<file path="config.mk">
export PLATFORM = sky130hd
export DESIGN_NAME = watchdog_periodic_interrupt_timer
export DESIGN_NICKNAME = d
export VERILOG_FILES = /design/src/design/watchdog_periodic_interrupt_timer.v /design/src/design/sync_pair.v
export VERILOG_INCLUDE_DIRS = /design/src /design/src/design
export SDC_FILE = /design/constraint.sdc
export NUM_CORES = 1
export LEC_CHECK = 0
export ABC_AREA = 1
export BUFFER_PORTS_ARGS = -buffer_cell sky130_fd_sc_hd__buf_4
export CORE_MARGIN = 2
export CORE_UTILIZATION = 39
export DETAILED_ROUTE_END_ITERATION = 8
export MAX_ROUTING_LAYER = met4
export PLACE_DENSITY = 0.68
export SKIP_LAST_GASP = 1
export SYNTH_ARGS = -nofsm -noshare
export SYNTH_HDL_FRONTEND = slang
export SYNTH_HIERARCHICAL = 1
export SYNTH_SLANG_ARGS = --single-unit
</file>
<file path="constraint.sdc">
create_clock -name mclk_i -period 1.66 [get_ports mclk_i]
set_input_delay 0.166 -clock mclk_i [delete_from_list [all_inputs] [get_ports mclk_i]]
set_output_delay 0.166 -clock mclk_i [all_outputs]
set_load 0.01 [all_outputs]
</file>
<file path="src/design/wd_rti_map.vh">
// register map, field positions, keys and timing counts of the watchdog timer
`ifndef WD_RTI_MAP_VH
`define WD_RTI_MAP_VH
`define PERIODIC_TICK_COUNTER_ADDR 16'h7021
`define WATCHDOG_COUNTER_ADDR 16'h7023
`define WATCHDOG_SERVICE_KEY_ADDR 16'h7025
`define PERIODIC_IRQ_CONTROL_ADDR 16'h7027
`define WATCHDOG_CONTROL_ADDR 16'h7029
`define CAUSE_FLAG_BIT 7
`define DEFEAT_BIT 6
`define GUARD_HI 5
`define GUARD_LO 3
`define RATE_HI 2
`define RATE_LO 0
`define PER_FLAG_BIT 7
`define PER_ENABLE_BIT 6
`define GUARD_PATTERN 3'h5
`define KEY_ARM 8'h55
`define KEY_CLEAR 8'haa
`define WD_RATE_RESET 3'h0
`define PER_RATE_RESET 3'h0
`define TIMEBASE_HZ 16384
`define WD_TAP_OFFSET 3'h1
`define PER_BASE_TAP 4'h7
`define PER_TAP0 4'h2
`define PER_TAP1 4'h4
`define PER_TAP2 4'h6
`define PER_TAP3 4'h7
`define PER_TAP4 4'h1
`define PER_TAP5 4'h3
`define PER_TAP6 4'h5
`define PER_TAP7 4'h7
`define RST_PULSE_CYCLES 4'h8
`define STRAP_SETTLE 2'h3
`endif

</file>
<file path="src/design/watchdog_periodic_interrupt_timer.v">
// watchdog and periodic interrupt timer on the low byte of the peripheral bus
//
// Behaviour
// - 8-bit watchdog counter, cleared by key or reset
// - overflow resets one counter clock later
// - 7-bit prescaler free-runs, reset clears only
// - counter clears leave prescaler untouched
// - rate select: six taps, two direct codes
// - overflow period 15.63 ms to 1 s
// - key 55h arms clear, repeats harmless
// - key aah clears when armed, else nothing
// - any other key value forces reset
// - overflow or bad key sets cause flag
// - set cause flag never blocks resets
// - runs whenever timebase clock runs
// - software cannot disable overflow reset
// - disabled only by strap plus defeat bit
// - counter readable anytime without disturbance
// - control writes need guard pattern 101
// - counting starts right after reset release
// - registers occupy low byte only
// - periodic select: four plus four taps
// - enable bit gates periodic interrupt request
// - periodic flag sets on selected overflow
// - control layout: flag, defeat, guard, rate
// - periodic control: flag, enable, rate
`include "wd_rti_map.vh"
`timescale 1ns/1ns
`default_nettype none
module watchdog_periodic_interrupt_timer (
  input wire mclk_i,
  input wire rst_n_i,
  input wire slow_timebase_clock_i,
  input wire program_voltage_pin_i,
  input wire [15:0] addr_i,
  input wire [15:0] wdata_i,
  input wire wr_i,
  input wire rd_i,
  output reg [15:0] rdata_o,
  output reg system_reset_o,
  output reg periodic_interrupt_o
);

  // true when the low n bits of v are all ones
  function ones_below;
    input [7:0] v;
    input [3:0] n;
    integer i;
    begin
      ones_below = 1'b1;
      for (i = 0; i < 8; i = i + 1) begin
        if ((i < n) && !v[i]) begin
          ones_below = 1'b0;
        end
      end
    end
  endfunction

  wire [1:0] sync_q;
  reg tb_prev;
  reg [6:0] free_count;
  reg [7:0] watchdog_count;
  reg [7:0] periodic_tick_count;
  reg armed;
  reg overflow_pending;
  reg watchdog_cause_flag;
  reg watchdog_defeat_bit;
  reg [2:0] watchdog_guard_bits;
  reg [2:0] watchdog_rate_select;
  reg periodic_overflow_flag;
  reg periodic_irq_enable;
  reg [2:0] periodic_rate_select;
  reg [3:0] pulse_count;
  reg [1:0] strap_wait;
  reg strap_high;

  sync_pair u_sync (
    .mclk_i(mclk_i),
    .rst_n_i(rst_n_i),
    .d_i({program_voltage_pin_i, slow_timebase_clock_i}),
    .q_o(sync_q)
  );

  wire tick = sync_q[0] & ~tb_prev;
  wire [7:0] wbyte = wdata_i[7:0];
  wire wr_per_count = wr_i && (addr_i == `PERIODIC_TICK_COUNTER_ADDR);
  wire wr_key = wr_i && (addr_i == `WATCHDOG_SERVICE_KEY_ADDR);
  wire wr_per_ctrl = wr_i && (addr_i == `PERIODIC_IRQ_CONTROL_ADDR);
  wire wr_wd_ctrl = wr_i && (addr_i == `WATCHDOG_CONTROL_ADDR);

  // strap and defeat bit both needed
  wire wd_disabled = strap_high & watchdog_defeat_bit;

  reg wd_step;
  always @* begin
    wd_step = 1'b0;
    case (watchdog_rate_select)
      3'h0, 3'h1: wd_step = tick;
      default: wd_step = tick & ones_below({1'b0, free_count},
                                           {1'b0, watchdog_rate_select - `WD_TAP_OFFSET});
    endcase
  end

  // free taps then periodic counter taps
  wire per_base = tick & ones_below({1'b0, free_count}, `PER_BASE_TAP);
  reg per_event;
  always @* begin
    per_event = 1'b0;
    case (periodic_rate_select)
      3'h0: per_event = tick & ones_below({1'b0, free_count}, `PER_TAP0);
      3'h1: per_event = tick & ones_below({1'b0, free_count}, `PER_TAP1);
      3'h2: per_event = tick & ones_below({1'b0, free_count}, `PER_TAP2);
      3'h3: per_event = tick & ones_below({1'b0, free_count}, `PER_TAP3);
      3'h4: per_event = per_base & ones_below(periodic_tick_count, `PER_TAP4);
      3'h5: per_event = per_base & ones_below(periodic_tick_count, `PER_TAP5);
      3'h6: per_event = per_base & ones_below(periodic_tick_count, `PER_TAP6);
      default: per_event = per_base & ones_below(periodic_tick_count, `PER_TAP7);
    endcase
  end

  wire key_bad = wr_key && (wbyte != `KEY_ARM) && (wbyte != `KEY_CLEAR);
  // fire on the next counter clock after wrap
  wire ovf_fire = wd_step & overflow_pending;
  wire guard_bad = (watchdog_guard_bits != `GUARD_PATTERN) ||
                   (wr_wd_ctrl && (wbyte[`GUARD_HI:`GUARD_LO] != `GUARD_PATTERN));
  // flag state plays no part here
  wire wd_cause = (ovf_fire | key_bad) & ~wd_disabled;
  wire fire = (wd_cause | guard_bad) & ~system_reset_o;

  // reset pulse generator
  always @(posedge mclk_i or negedge rst_n_i) begin
    if (!rst_n_i) begin
      pulse_count <= 4'h0;
      system_reset_o <= 1'b0;
    end else if (fire) begin
      pulse_count <= `RST_PULSE_CYCLES;
      system_reset_o <= 1'b1;
    end else if (pulse_count != 4'h0) begin
      pulse_count <= pulse_count - 4'h1;
      system_reset_o <= (pulse_count > 4'h1);
    end
  end

  // strap caught during each reset sequence
  always @(posedge mclk_i or negedge rst_n_i) begin
    if (!rst_n_i) begin
      strap_wait <= 2'h0;
      strap_high <= 1'b0;
    end else if (strap_wait != `STRAP_SETTLE) begin
      strap_wait <= strap_wait + 2'h1;
      strap_high <= sync_q[1];
    end else if (system_reset_o) begin
      strap_high <= sync_q[1];
    end
  end

  always @(posedge mclk_i or negedge rst_n_i) begin
    if (!rst_n_i) begin
      tb_prev <= 1'b0;
    end else begin
      tb_prev <= sync_q[0];
    end
  end

  always @(posedge mclk_i or negedge rst_n_i) begin
    if (!rst_n_i) begin
      free_count <= 7'h0;
    end else if (system_reset_o) begin
      free_count <= 7'h0;
    end else if (tick) begin
      free_count <= free_count + 7'h1;
    end
  end

  // watchdog counter, key logic and control register
  always @(posedge mclk_i or negedge rst_n_i) begin
    if (!rst_n_i) begin
      watchdog_count <= 8'h0;
      armed <= 1'b0;
      overflow_pending <= 1'b0;
      watchdog_defeat_bit <= 1'b0;
      watchdog_guard_bits <= `GUARD_PATTERN;
      watchdog_rate_select <= `WD_RATE_RESET;
    end else if (system_reset_o) begin
      // arm and count cleared by system reset
      watchdog_count <= 8'h0;
      armed <= 1'b0;
      overflow_pending <= 1'b0;
      watchdog_defeat_bit <= 1'b0;
      watchdog_guard_bits <= `GUARD_PATTERN;
      watchdog_rate_select <= `WD_RATE_RESET;
    end else begin
      if (wr_key && (wbyte == `KEY_ARM)) begin
        armed <= 1'b1;
      end
      if (wr_key && (wbyte == `KEY_CLEAR) && armed) begin
        watchdog_count <= 8'h0;
        armed <= 1'b0;
      end else if (wd_step && !wd_disabled) begin
        watchdog_count <= watchdog_count + 8'h1;
        if (watchdog_count == 8'hff) begin
          overflow_pending <= 1'b1;
        end
      end
      if (wr_wd_ctrl) begin
        watchdog_defeat_bit <= wbyte[`DEFEAT_BIT];
        watchdog_guard_bits <= wbyte[`GUARD_HI:`GUARD_LO];
        watchdog_rate_select <= wbyte[`RATE_HI:`RATE_LO];
      end
    end
  end

  // cause flag survives the pulse, cleared by power-on reset or a control write with bit 7 low
  always @(posedge mclk_i or negedge rst_n_i) begin
    if (!rst_n_i) begin
      watchdog_cause_flag <= 1'b0;
    end else if (wd_cause) begin
      watchdog_cause_flag <= 1'b1;
    end else if (wr_wd_ctrl && !wbyte[`CAUSE_FLAG_BIT] && !system_reset_o) begin
      watchdog_cause_flag <= 1'b0;
    end
  end

  // periodic counter, flag and interrupt
  always @(posedge mclk_i or negedge rst_n_i) begin
    if (!rst_n_i) begin
      periodic_tick_count <= 8'h0;
      periodic_overflow_flag <= 1'b0;
      periodic_irq_enable <= 1'b0;
      periodic_rate_select <= `PER_RATE_RESET;
      periodic_interrupt_o <= 1'b0;
    end else if (system_reset_o) begin
      periodic_tick_count <= 8'h0;
      periodic_overflow_flag <= 1'b0;
      periodic_irq_enable <= 1'b0;
      periodic_rate_select <= `PER_RATE_RESET;
      periodic_interrupt_o <= 1'b0;
    end else begin
      if (wr_per_count) begin
        periodic_tick_count <= 8'h0;
      end else if (per_base) begin
        periodic_tick_count <= periodic_tick_count + 8'h1;
      end
      // flag set on selected tap, set wins
      if (per_event) begin
        periodic_overflow_flag <= 1'b1;
      end else if (wr_per_ctrl) begin
        periodic_overflow_flag <= wbyte[`PER_FLAG_BIT];
      end
      if (wr_per_ctrl) begin
        periodic_irq_enable <= wbyte[`PER_ENABLE_BIT];
        periodic_rate_select <= wbyte[`RATE_HI:`RATE_LO];
      end
      periodic_interrupt_o <= per_event & periodic_irq_enable;
    end
  end

  // read mux, answered one cycle after rd_i
  always @(posedge mclk_i or negedge rst_n_i) begin
    if (!rst_n_i) begin
      rdata_o <= 16'h0;
    end else if (rd_i) begin
      // low byte only, upper byte zero
      rdata_o[15:8] <= 8'h0;
      case (addr_i)
        `PERIODIC_TICK_COUNTER_ADDR: rdata_o[7:0] <= periodic_tick_count;
        `WATCHDOG_COUNTER_ADDR: rdata_o[7:0] <= watchdog_count;
        `PERIODIC_IRQ_CONTROL_ADDR: rdata_o[7:0] <= {periodic_overflow_flag, periodic_irq_enable,
                                                     3'h0, periodic_rate_select};
        `WATCHDOG_CONTROL_ADDR: rdata_o[7:0] <= {watchdog_cause_flag, watchdog_defeat_bit,
                                                 watchdog_guard_bits, watchdog_rate_select};
        default: rdata_o[7:0] <= 8'h0;
      endcase
    end else begin
      rdata_o <= 16'h0;
    end
  end

  // direct tap at the timebase gives 256 ticks per overflow
  // counting needs no setup after release
endmodule
`default_nettype wire

</file>
<file path="src/design/sync_pair.v">
// two-flop synchroniser for two independent pin inputs
`timescale 1ns/1ns
`default_nettype none
module sync_pair (
  input wire mclk_i,
  input wire rst_n_i,
  input wire [1:0] d_i,
  output reg [1:0] q_o
);
  reg [1:0] meta;
  always @(posedge mclk_i or negedge rst_n_i) begin
    if (!rst_n_i) begin
      meta <= 2'h0;
      q_o <= 2'h0;
    end else begin
      meta <= d_i;
      q_o <= meta;
    end
  end
endmodule
`default_nettype wire

</file>
# Yosys cells after proc, flatten, opt, wreduce, memory -nomap -nowiden
# Cells that the tools add are included.
# word_totals
reg_bits,68
out_inout_bits,18
elab_cells,197
# op_classes
n_addsub,6
magnitude_cmp,8
eq_ne,21
mux,71
bitwise_logic,21
reduce_logical,49
# op_table
operator,count
$eq 16x15->1 const B,5
$mux 8,7
$mux 1,52
$pmux 8 s4,1
$logic_and 1x1->1,20
$mux 3,6
$add 8x1->8 const B,2
$and 1x1->1,16
$eq 8x8->1 const B,2
$reduce_bool 2->1,8
$mux 7,2
$reduce_bool 3->1,4
$logic_not 1->1,10
$eq 3x3->1 const B,3
$lt 3x3->1 const A,3
$eq 8x7->1 const B,1
$mux 4,2
$ne 8x7->1 const B,1
$ne 8x8->1 const B,1
$add 7x1->7 const B,1
$pmux 1 s7,1
$reduce_or 7->1,1
$eq 3x1->1 const B,2
$eq 3x2->1 const B,2
15 further kinds,23

# Depth between registers and ports, before layout
# Gate-level depths: netlist (run 1).
# depth
word_depth,19
ltp_mapped,14
depth_no_buf,14

# By module
# Netlist (run 1), hierarchy kept.
# by_module_without_submodules
mod,instances,cells_per_inst,area_per_inst_um2
watchdog_periodic_interrupt_timer,1,455,3427.0
sync_pair,1,4,100.1

# Worst setup path after synthesis (run 1)
# No wires, ideal clock.
# synth_path
path_kind,register to register
start,register watchdog_rate_select[0]
end,register watchdog_count[3]
setup_ps,77
t_arrival_ps,1550
required_ps,1583
path_slack_ps,32
stages_incl_launch_ff,12
path_buffers,0
path_cell_list,dfrtp_1 -> inv_2 -> ha_1 -> inv_1 -> o21ai_1 -> nand2_1 -> nand2_1 -> nand3_1 -> nand2_2 -> nand2_4 -> or2_0 -> a21oi_1
# synth_between
elab_chain_len,15
# synth_rtl
element,line_no,rtl
from (decl),watchdog_periodic_interrupt_timer.v:69,reg [2:0] watchdog_rate_select;
from (signal assigned),watchdog_periodic_interrupt_timer.v:183,watchdog_rate_select <= `WD_RATE_RESET;
from (signal assigned),watchdog_periodic_interrupt_timer.v:191,watchdog_rate_select <= `WD_RATE_RESET;
from (signal assigned),watchdog_periodic_interrupt_timer.v:208,watchdog_rate_select <= wbyte[`RATE_HI:`RATE_LO];
$sub 3x1->3 (no source line),n/a,
$lt 1x3->1,watchdog_periodic_interrupt_timer.v:52,if ((i < n) && !v[i]) begin
$logic_and 1x1->1,watchdog_periodic_interrupt_timer.v:52,
$mux 1 (7 in series),watchdog_periodic_interrupt_timer.v:52,
$mux 1,watchdog_periodic_interrupt_timer.v:97,case (watchdog_rate_select)
$and 1x1->1,watchdog_periodic_interrupt_timer.v:99,"default: wd_step = tick & ones_below({1'b0, free_count},"
$mux 1 *,watchdog_periodic_interrupt_timer.v:97,
$logic_and 1x1->1 *,watchdog_periodic_interrupt_timer.v:199,end else if (wd_step && !wd_disabled) begin
$reduce_bool 3->1 (no source line) *,n/a,
to (signal assigned),watchdog_periodic_interrupt_timer.v:200,watchdog_count <= watchdog_count + 8'h1;
to (decl),watchdog_periodic_interrupt_timer.v:62,reg [7:0] watchdog_count;
# Every way passes the cells marked *; elsewhere a longest branch is shown, timed or not. The select of a mux whose other input is x is not followed.
# A chain may end at the register's enable or synchronous reset.

# Worst setup path after layout (run 1)
# Same ends and word-level chain as after synthesis.

==> results of run 1 <==
[through the flow]
| stage | setup slack, ps | TNS (ps) | hold WS [ps] | std cells |
|---|---|---|---|---|
| floorplan | 32.23 | 0 | -129.6 | 466 |
| global placement | -40.67 | -45.78 | 184.9 | 621 |
| detailed placement | -106.5 | -552.6 | 189.2 | 621 |
| CTS | -62.25 | -82.54 | 70.25 | 647 |
| global route | -163.5 | -2465 | 78.88 | 652 |
| finish | -76.55 | -609.8 | 76.82 | 652 |
[critical path, delay by kind of cell, from the launching register on]
kind / cells / cell delay (ps)
and+or+nand+nor: 6 / 630
AOI/OAI and AO/OA: 2 / 250
adders and majority gates: 1 / 280
DFF: 1 / 360
buffers and inverters: 2 / 120
[metal layers]
layer / track usage, % / vias to the layer above / part of all wire, %
li1: - / 1621 / -
met1: 23.69 / 1598 / 43
met2: 32.74 / 76 / 52
met3: 3.443 / 13 / 4.1
met4: 5.374 / 0 / 1.5
met5: - / - / 0
[state kept, by name, indices dropped and copies added (netlist names)]
| signal | count |
|---|---|
| overflow_pending | 1 |
| u_sync/meta | 2 |
| periodic_overflow_flag | 1 |
| armed | 1 |
| periodic_irq_enable | 1 |
| watchdog_count | 8 |
| watchdog_guard_bits | 3 |
| tb_prev | 1 |
| watchdog_cause_flag | 1 |
| free_count | 7 |
| periodic_interrupt_o | 1 |
| u_sync/q_o | 2 |
| periodic_rate_select | 3 |
| periodic_tick_count | 8 |
| watchdog_rate_select | 3 |
| strap_high | 1 |
| system_reset_o | 1 |
| rdata_o | 8 |
| strap_wait | 2 |
| pulse_count | 4 |
| watchdog_defeat_bit | 1 |
[where the power goes]
part           total, mW  switching (mW)  internal (mW)  leakage (nW)
Clock               1.46           0.575          0.885         0.107
Sequential          1.68          0.0912           1.59         0.787
Combinational       1.35           0.835          0.510          1.31
Total               4.49            1.50           2.99          2.20
[worst min path at each step]
stage	to	depth (start not counted)	start	slack [ps]
finish	watchdog_guard_bits[2]	2	wdata_i[5]	80
global route	watchdog_guard_bits[2]	2	wdata_i[5]	80
CTS	watchdog_guard_bits[2]	2	wdata_i[5]	70
detailed placement	periodic_tick_count[4]	2	rst_n_i	190
global placement	periodic_tick_count[4]	2	rst_n_i	180
floorplan	armed	0	rst_n_i	-130
[synthesized netlist by cell type (2+ instances only)]
master	number
o21ai_1	13
inv_2	11
nor2_1	56
dfstp_2	2
nand3_1	42
ha_1	11
xor2_1	7
dfrtp_1	58
nand4_1	11
buf_2	3
a21oi_1	18
buf_6	2
inv_1	58
nor2_2	5
xnor2_1	3
buf_4	8
a31oi_1	2
o21ai_0	12
nand2_1	98
nand4_2	2
nand2_2	3
nand3_2	3
nor3_1	8
nor2_4	3
[timing repair]
action                                  CTS  global route
endpoints found under the hold margin    60             0
endpoints found under the setup margin   15            23
resized for setup                        20            22
pin swaps                                11            17
hold buffers                              3             0
buffers inserted                          7             5
[cells by family after synthesis]
| group | share of synthesized area (%) |
|---|---|
| simple gates | 31.36 |
| buf+inv | 10.22 |
| flops | 42.64 |
| compound gates | 8.975 |
| fa+ha+maj | 3.902 |
| xor+xnor | 2.483 |
| other cells | 0.1063 |
| mux | 0.3192 |
[layout make-up]
| class | instances | area [um2] |
|---|---|---|
| Fill cell | 847 | 4229 |
| Sequential cell | 60 | 1504 |
| Inverter | 70 | 265.3 |
| Tap cell | 108 | 135.1 |
| Timing Repair Buffer | 75 | 586.8 |
| Clock buffer | 12 | 145.1 |
| Clock inverter | 4 | 72.57 |
| Multi-Input combinational cell | 323 | 1826 |
==> results.txt, run 1 <==
part of the Yosys area used for sequential elements = 42.64%
share of cells above drive strength 1 = 27.39%
Final period util = 104.6%
most frequent cells in the layout = nand2_1 (87), buf_4 (70), dfrtp_1 (58), inv_1 (55), nor2_1 (55)
synth unique cells = 44
TritonCTS Buffers = 9
EDFF count, synth = 0
Synth area leaders = dfrtp_1 (41%), nand2_1 (10%), inv_1 (6.2%)
ant diodes = 0
outcome = finished, violations left
Syn Std Cell Area = 0.003527 mm2
Peak supply drop = 0.4753 mV
critical path's largest stage delay = 360 ps
Area after DPL = 0.004054 mm2
post-DP HPWL = 6283 um
Worst slew margin = 65.86%
Crit Path Class = flip-flop to flip-flop
largest net degree at the start of global routing = 61
initial antenna violation count = 0
Clock Tree Root = clkbuf_8
failing checks = setup timing
Fin. Hold Viols = 0
asr flop ratio synth = 100.0%
cells along the critical path = inv_2 > ha_4 > inv_2 > o21ai_2 > nand2_1 > nand2_1 > nand3_2 > nand2_4 > nand2_4 > or2_0 > a21oi_1
leading cell type in the layout, fill and taps excluded = nand2_1
Top Ports = 56
Vias = 3308
peak fanout along the critical path = 6
FMAX = 0.5759 GHz
R2R Path End = watchdog_count[3]
Worst Hold Class = primary input to flip-flop
htree depth = 3
CTS tree = done
DRC violations left = 0
CP Launch Point = watchdog_rate_select[0]
Die ar. = 0.009821 mm2
Worst Slack Setup Final = -76.55 ps
Avg Vias per Cell = 5.074
fin. max-slew vios = 0
clk sinks = 60
Rows = 34
Worst-Skew Late Latency = 340 ps
Tot Pwr = 4.487 mW
Core Box Area = 0.008763 mm2
Final Skew = 10.79 ps
Die H = 99.10 um
die extent in x = 99.10 um
critical path arrival = 1990 ps
# setup viols final = 15
Critical Path RT = 1910 ps
Critical Path End = watchdog_count[3]
CP startpoint kind = flip-flop
Syn. warnings = 6
initial DRC count = 223
number of max-cap violations = 0
worst r2r src = watchdog_rate_select[0]
GR Overflow Total = 0
R2R depth = 11
Finished Cell Area = 0.004534 mm2
clk buf depth = 2
synth-to-layout area growth = 28.56%
measured slew at the worst slew-check pin = 507.4 ps
cell taking the most area after synthesis = dfrtp_1
r2r setup slk = -80 ps
slowest CP cell = dfrtp_1
I/O Buffers = 39
Layout Nets = 588
pwr dens = 989.6 mW/mm2
Main synth FF type = dfrtp_1
vias in the first global route = 3264
flops & latches, synth = 60
mean post-synth cell area = 7.684 um2
Tmin final = 1737 ps
starting density of the core = 40.25%
Clk pin slew, worst setup/hold paths = 70 ps
crit end category = flip-flop
first-pass GRT wire length = 14940 um
cell count after synthesis = 459
P_leak = 2.199 nW
gr usage total = 19.27%
final core occ = 51.74%
Routed wire per std cell = 13.40 um
share of Yosys cell area claimed by the top area cell type = 41.15%
final wirelength = 8739 um
Routed Antenna Nets = 0
GPL Wtd Cong = 0.9273
DR pass1 iterations = 4
RSZ-0062 raised after global routing = true
Note: power is estimated with default switching activity, not from simulation.
==> run 2: changes to the inputs <==
- CTS_BUF_LIST: not set -> sky130_fd_sc_hd__clkbuf_8
==> run 2 against run 1 <==
Effect of this change: the run still ends with setup timing left; sequential power hardly changed; count of clock-buffer cells in the layout is 2 lower; power decreased by 0.31%; cell count did not move; cell area stayed put; sequential share of layout area unchanged; routed wire length barely moved; worst setup slack improved by 7.0 ps; clock skew hardly changed; critical endpoint unchanged; largest power group unchanged; highest routed layer unchanged.
==> results.txt, run 2 (synthesized netlist as in run 1, its figures left out) <==
pwr dens = 986.5 mW/mm2 (-0.31%)
critical path arrival = 1980 ps (about the same)
DR WL met2 = 4508 um (about the same)
Final Skew = 11.18 ps (+0.3911 ps)
DRC violations left = 0 (unchanged)
Vias = 3301 (-0.21%)
TritonCTS Buffers = 9 (unchanged)
metal3 WL = 349 um (-3.6%)
synth-to-layout area growth = 28.56% (unchanged)
die extent in x = 99.10 um (unchanged)
fin. max-slew vios = 0 (unchanged)
largest net degree at the start of global routing = 61 (unchanged)
Tmin final = 1730 ps (-7.025 ps)
Clk pin slew, worst setup/hold paths = 70 ps (about the same)
slowest CP cell = dfrtp_1
Worst slew margin = 65.86% (unchanged)
number of max-cap violations = 0 (unchanged)
measured slew at the worst slew-check pin = 507.4 ps (+0.0001192 ps)
Critical Path RT = 1910 ps (about the same)
Worst-Skew Late Latency = 340 ps (about the same)
Clock Tree Root = clkbuf_8
Filler cells = 847 (unchanged)
first-pass GRT wire length = 14940 um (unchanged)
CTS tree = done
sequential power share = 37.6% (about the same)
GPL Wtd Cong = 0.9273 (unchanged)
DR pass1 iterations = 4 (unchanged)
Peak supply drop = 0.4745 mV (-0.17%)
starting density of the core = 40.25% (unchanged)
Routed wire per std cell = 13.39 um (about the same)
clk sinks = 60 (unchanged)
Routed Antenna Nets = 0 (unchanged)
final non-filler cell total = 652 (unchanged)
Inst Count DP = 621 (unchanged)
post-DP HPWL = 6283 um (unchanged)
htree depth = 3 (unchanged)
register area = 0.001504 mm2 (unchanged)
Die ar. = 0.009821 mm2 (unchanged)
final wirelength = 8731 um (about the same)
CP startpoint kind = flip-flop
gr usage total = 19.27% (unchanged)
outcome = finished, violations left
Crit Path Class = flip-flop to flip-flop
failing checks = setup timing
Clock power frac = 32.4% (about the same)
ant diodes = 0 (unchanged)
Worst Hold Class = primary input to flip-flop
clk buf depth = 2 (unchanged)
Core Box Area = 0.008763 mm2 (unchanged)
critical path's largest stage delay = 360 ps (about the same)
vias in the first global route = 3264 (unchanged)
Rows = 34 (unchanged)
I/O Buffers = 39 (unchanged)
share of cells above drive strength 1 = 27.39% (unchanged)
peak fanout along the critical path = 6 (unchanged)
FMAX = 0.5782 GHz (+0.41%)
crit end category = flip-flop
Combinational Power Share = 30.0% (about the same)
Tot Pwr = 4.473 mW (-0.31%)
initial DRC count = 226 (+1.3%)
DR top layer = met4
P_leak = 2.208 nW (+0.38%)
biggest regs = periodic_tick_count x8, rdata_o x8, watchdog_count x8
most frequent cells in the layout = nand2_1 (87), buf_4 (70), dfrtp_1 (58), inv_1 (57), nor2_1 (55)
GR Overflow Total = 0 (unchanged)
wire length on met1 = 3738 um (about the same)
Avg Vias per Cell = 5.063 (-0.21%)
internal power = 2.973 mW (-0.45%)
Worst Slack Setup Final = -69.52 ps (+7.025 ps)
Final period util = 104.2% (-0.42 points)
Die H = 99.10 um (unchanged)
P_sw = 1.501 mW (about the same)
# setup viols final = 13 (-2)
RSZ-0062 raised after global routing = true
Fin. Hold Viols = 0 (unchanged)
Top Ports = 56 (unchanged)
initial antenna violation count = 0 (unchanged)
multi-input logic area = 0.001826 mm2 (unchanged)
leading cell type in the layout, fill and taps excluded = nand2_1
cells along the critical path = inv_2 > ha_4 > inv_2 > o21ai_2 > nand2_1 > nand2_1 > nand3_2 > nand2_4 > nand2_4 > or2_0 > a21oi_1
sw frac = 33.55% (+0.095 points)
Layout Nets = 588 (unchanged)
-- run 2: changes by cell type in the layout (fill, tap and decap cells not counted) --
cell	change
clkbuf_1	-2
inv_1	+2
-- run 2: final timing paths --
| check | slack [ps] | end | cells after the start | from |
|---|---|---|---|---|
| setup / recovery | -70 | watchdog_count[3] | 11 | watchdog_rate_select[0] |
| hold / removal | 80 | watchdog_guard_bits[2] | 2 | wdata_i[5] |
| setup reg to reg | -70 | watchdog_count[3] | 11 | watchdog_rate_select[0] |
| hold reg to reg | 340 | u_sync/q_o[0] | 0 | u_sync/meta[0] |
| max in group asynchronous | 990 | watchdog_guard_bits[2] | 3 | rst_n_i |
| min in group asynchronous | 350 | rdata_o[7] | 3 | rst_n_i |
-- run 2: worst max-delay path: cells and delay by family (launching register included) --
kind	cells	cell delay (ps)
adder cells (fa/ha/maj)	1	280
AND/OR/NAND/NOR	6	620
AO/OA/AOI/OAI	2	250
buffers and inverters	2	120
flip-flops	1	360
-- run 2: layout make-up --
class / instances / area share [%]
clock inverter: 6 / 1.766
inverter: 70 / 5.850
tap: 108 / 2.980
sequential: 60 / 33.17
timing repair buffer: 75 / 12.94
multi-input combinational: 323 / 40.26
clock buffer: 10 / 3.035
-- run 2: metal layers --
metal / track usage (%) / up-vias
met5: - / -
met4: 5.374 / 0
met3: 3.443 / 13
met2: 32.74 / 73
met1: 23.69 / 1594
li1: - / 1621
-- run 2: repair_timing --
item | 4_1_cts | 5_1_grt
hold endpoints to repair | 60 | 0
hold buffers | 3 | 0
gates cloned | 0 | 0
pin swaps | 11 | 17
gates resized for setup | 20 | 22
setup endpoints to repair | 15 | 23
setup buffers | 7 | 5
-- run 2: per-stage QoR --
stage / hold WS, ps / worst slack, ps / TNS (ps) / instance area, um2 / utilization, %
after global placement: 184.9 / -40.67 / -45.78 / 4054 / 46.26
after floorplan: -129.6 / 32.23 / 0 / 3553 / -
after global routing: 78.88 / -163.7 / -2468 / 4534 / 51.74
after CTS: 70.25 / -62.25 / -82.55 / 4420 / 50.44
after detailed placement: 189.2 / -106.5 / -552.6 / 4054 / 46.26
final: 76.61 / -69.52 / -529.0 / 4534 / 51.74
-- run 2: power by group through the flow --
| stage | Combinational [mW] | Sequential [mW] | Clock (mW) |
|---|---|---|---|
| global route | 1.51 | 1.70 | 1.55 |
| detailed placement | 1.08 | 1.71 | 0 |
| floorplan | 0.739 | 1.70 | 0 |
| global placement | 1.04 | 1.70 | 0 |
| CTS | 1.22 | 1.68 | 1.48 |
| finish | 1.34 | 1.68 | 1.45 |
==> run 3: changes to the inputs <==
- BUFFER_PORTS_ARGS: -buffer_cell sky130_fd_sc_hd__buf_4 -> -buffer_cell sky130_fd_sc_hd__buf_2
- CTS_CLUSTER_DIAMETER: not set -> 50
==> run 3 against run 2 <==
Effect of this change: the flow still finishes with violations (setup timing); via count fell by 1.6%; count of clock-buffer cells in the layout did not move; power decreased by 1.1%; combinational power decreased by 4%; core utilization decreased by 0.70 points; die area stayed put; routed wire length shrank 2.3%; first-iteration DRC count is 23% lower; global-route usage is 0.80 points lower; clock skew fell by 3.6 ps; maximum frequency about the same; sequential share of layout area rose by 0.45 points; critical path type unchanged; critical endpoint unchanged; largest cell class unchanged; highest routed layer unchanged.
==> results.txt, run 3 (synthesized netlist as in run 1, its figures left out) <==
initial antenna violation count = 0 (unchanged)
FMAX = 0.5785 GHz (about the same)
Routed Antenna Nets = 0 (unchanged)
DRC violations left = 0 (unchanged)
fin. max-slew vios = 0 (unchanged)
worst r2r src = watchdog_rate_select[0]
slowest CP cell = dfrtp_1
M3 GR Usage = 3.795% (+0.35 points)
synth-to-layout area growth = 26.82%
r2r setup slk = -70 ps (about the same)
Hold Crit Start = wdata_i[7]
largest net degree at the start of global routing = 61 (unchanged)
crit end category = flip-flop
Final Skew = 7.563 ps (-3.621 ps)
R2R Path End = watchdog_count[3]
Core Box Area = 0.008763 mm2 (unchanged)
Top Ports = 56 (unchanged)
gr usage total = 18.47% (-0.80 points)
# setup viols final = 7 (-6)
first-pass GRT wire length = 14150 um (-5.3%)
number of max-cap violations = 0 (unchanged)
critical path's largest stage delay = 360 ps (about the same)
Peak supply drop = 0.4536 mV (-4.4%)
Die H = 99.10 um (unchanged)
Layout Nets = 586 (-0.34%)
Clk pin slew, worst setup/hold paths = 70 ps (about the same)
clk buf depth = 2 (unchanged)
initial DRC count = 175 (-23%)
Final period util = 104.1% (about the same)
GPL Wtd Cong = 0.9243 (-0.32%)
RSZ-0062 raised after global routing = true
Crit Path Class = flip-flop to flip-flop
Clock Tree Root = clkbuf_8
Worst Hold Class = primary input to flip-flop
measured slew at the worst slew-check pin = 488.7 ps (-18.67 ps)
GRT Max-Usage Layer = met2
Worst-Skew Late Latency = 340 ps (about the same)
Vias = 3247 (-1.6%)
outcome = finished, violations left
R2R depth = 11 (unchanged)
most frequent cells in the layout = nand2_1 (91), inv_1 (58), dfrtp_1 (58), nor2_1 (53), buf_2 (39)
Worst Slack Setup Final = -68.64 ps (+0.8871 ps)
GR Overflow Total = 0 (unchanged)
leading cell type in the layout, fill and taps excluded = nand2_1
Critical Path RT = 1920 ps (about the same)
Avg Vias per Cell = 4.995 (-1.3%)
critical path arrival = 1990 ps (about the same)
Tmin final = 1729 ps (-0.8871 ps)
post-DP HPWL = 6090 um (-3.1%)
Fin. Hold Viols = 0 (unchanged)
CP bufs+invs = 2 (unchanged)
CP startpoint kind = flip-flop
Place WS = -46.58 ps (+59.94 ps)
cells along the critical path = inv_2 > ha_4 > inv_2 > o21ai_2 > nand2_1 > nand2_1 > nand3_2 > nand2_4 > nand2_4 > or2_0 > a21oi_1
CTS tree = done
Die ar. = 0.009821 mm2 (unchanged)
Crit path max-delay family = simple AND/OR/NAND/NOR gates
Rows = 34 (unchanged)
hold path depth = 3 (+1)
starting density of the core = 40.25% (unchanged)
clk sinks = 60 (unchanged)
Worst slew margin = 67.12% (+1.3 points)
I/O Buffers = 39 (unchanged)
share of cells above drive strength 1 = 27.31% (-0.083 points)
ant diodes = 0 (unchanged)
final setup TNS = -151.8 ps (+377.2 ps)
Endpoint, Worst Hold = watchdog_cause_flag
DR pass1 iterations = 6 (+2)
P_leak = 2.182 nW (-1.1%)
met1 GRT Util = 22.10% (-1.6 points)
die extent in x = 99.10 um (unchanged)
Tot Pwr = 4.424 mW (-1.1%)
vias in the first global route = 3193 (-2.2%)
pwr dens = 989.0 mW/mm2 (+0.25%)
final wirelength = 8532 um (-2.3%)
Routed wire per std cell = 13.13 um (-2.0%)
peak fanout along the critical path = 5 (-1)
htree depth = 3 (unchanged)
failing checks = setup timing
biggest regs = periodic_tick_count x8, rdata_o x8, watchdog_count x8
GR met2 Demand/Resource = 30.61% (-2.1 points)
Filler cells = 821 (-3.1%)
TritonCTS Buffers = 9 (unchanged)
[run 3: cell count changes in the layout (fill, tap and decap cells not counted), sizes merged]
cell,change
buf,-3
clkinv,-1
inv,+1
nand2,+1
[run 3: tightest hold or removal path: stages]
cell     delay, ps
buf_2          110
o21ai_1         70
nand3_1         60
[run 3: timing repair]
action	in CTS	in global routing
gates resized for setup	10	36
hold buffers	3	0
buffers inserted	7	3
cloned	1	0
setup endpoints to repair	12	24
pin swaps	9	13
endpoints found under the hold margin	60	0
[run 3: layout make-up]
class	instances	area, um2	area share, %
inverter	70	265.3	5.930
sequential	60	1504	33.62
multi-input combinational	324	1877	41.96
tap	108	135.1	3.021
timing repair buffer	72	474.2	10.60
clock inverter	6	80.08	1.790
clock buffer	10	137.6	3.077
[run 3: metrics by stage]
step / cells / hold WS (ps) / util, % / instance area, um2
CTS: 647 / 79.96 / 49.10 / 4303
floorplan: 466 / -129.6 / - / 3553
global route: 650 / 95.53 / 51.04 / 4473
finish: 650 / 99.38 / 51.04 / 4473
detailed placement: 620 / 201.7 / 45.06 / 3949
global placement: 620 / 198.1 / 45.06 / 3949
[run 3: where the power goes]
| group | switching, mW | leakage [nW] | total, mW | internal [mW] |
|---|---|---|---|---|
| logic | 0.810 | 1.28 | 1.29 | 0.477 |
| registers | 0.0961 | 0.787 | 1.69 | 1.59 |
| clock network | 0.577 | 0.115 | 1.45 | 0.873 |
| total | 1.48 | 2.18 | 4.42 | 2.94 |
[run 3: per-layer routing]
layer,up-vias,part of all wire [%]
met2,72,51
met1,1537,44
met4,0,1.7
met5,-,0
li1,1624,-
met3,14,3.8
[run 3: worst max-delay path by stage]
stage                                       start                end  slack, ps  cells past startpoint
final                     watchdog_rate_select[0]  watchdog_count[3]        -70                     11
after floorplan           watchdog_rate_select[0]  watchdog_count[3]         30                     11
after global placement    watchdog_rate_select[0]  watchdog_count[3]        -40                     11
after CTS                 watchdog_rate_select[0]  watchdog_count[3]        -10                     11
after global routing      watchdog_rate_select[0]  watchdog_count[0]       -130                     12
after detailed placement  watchdog_rate_select[0]  watchdog_count[3]        -50                     11
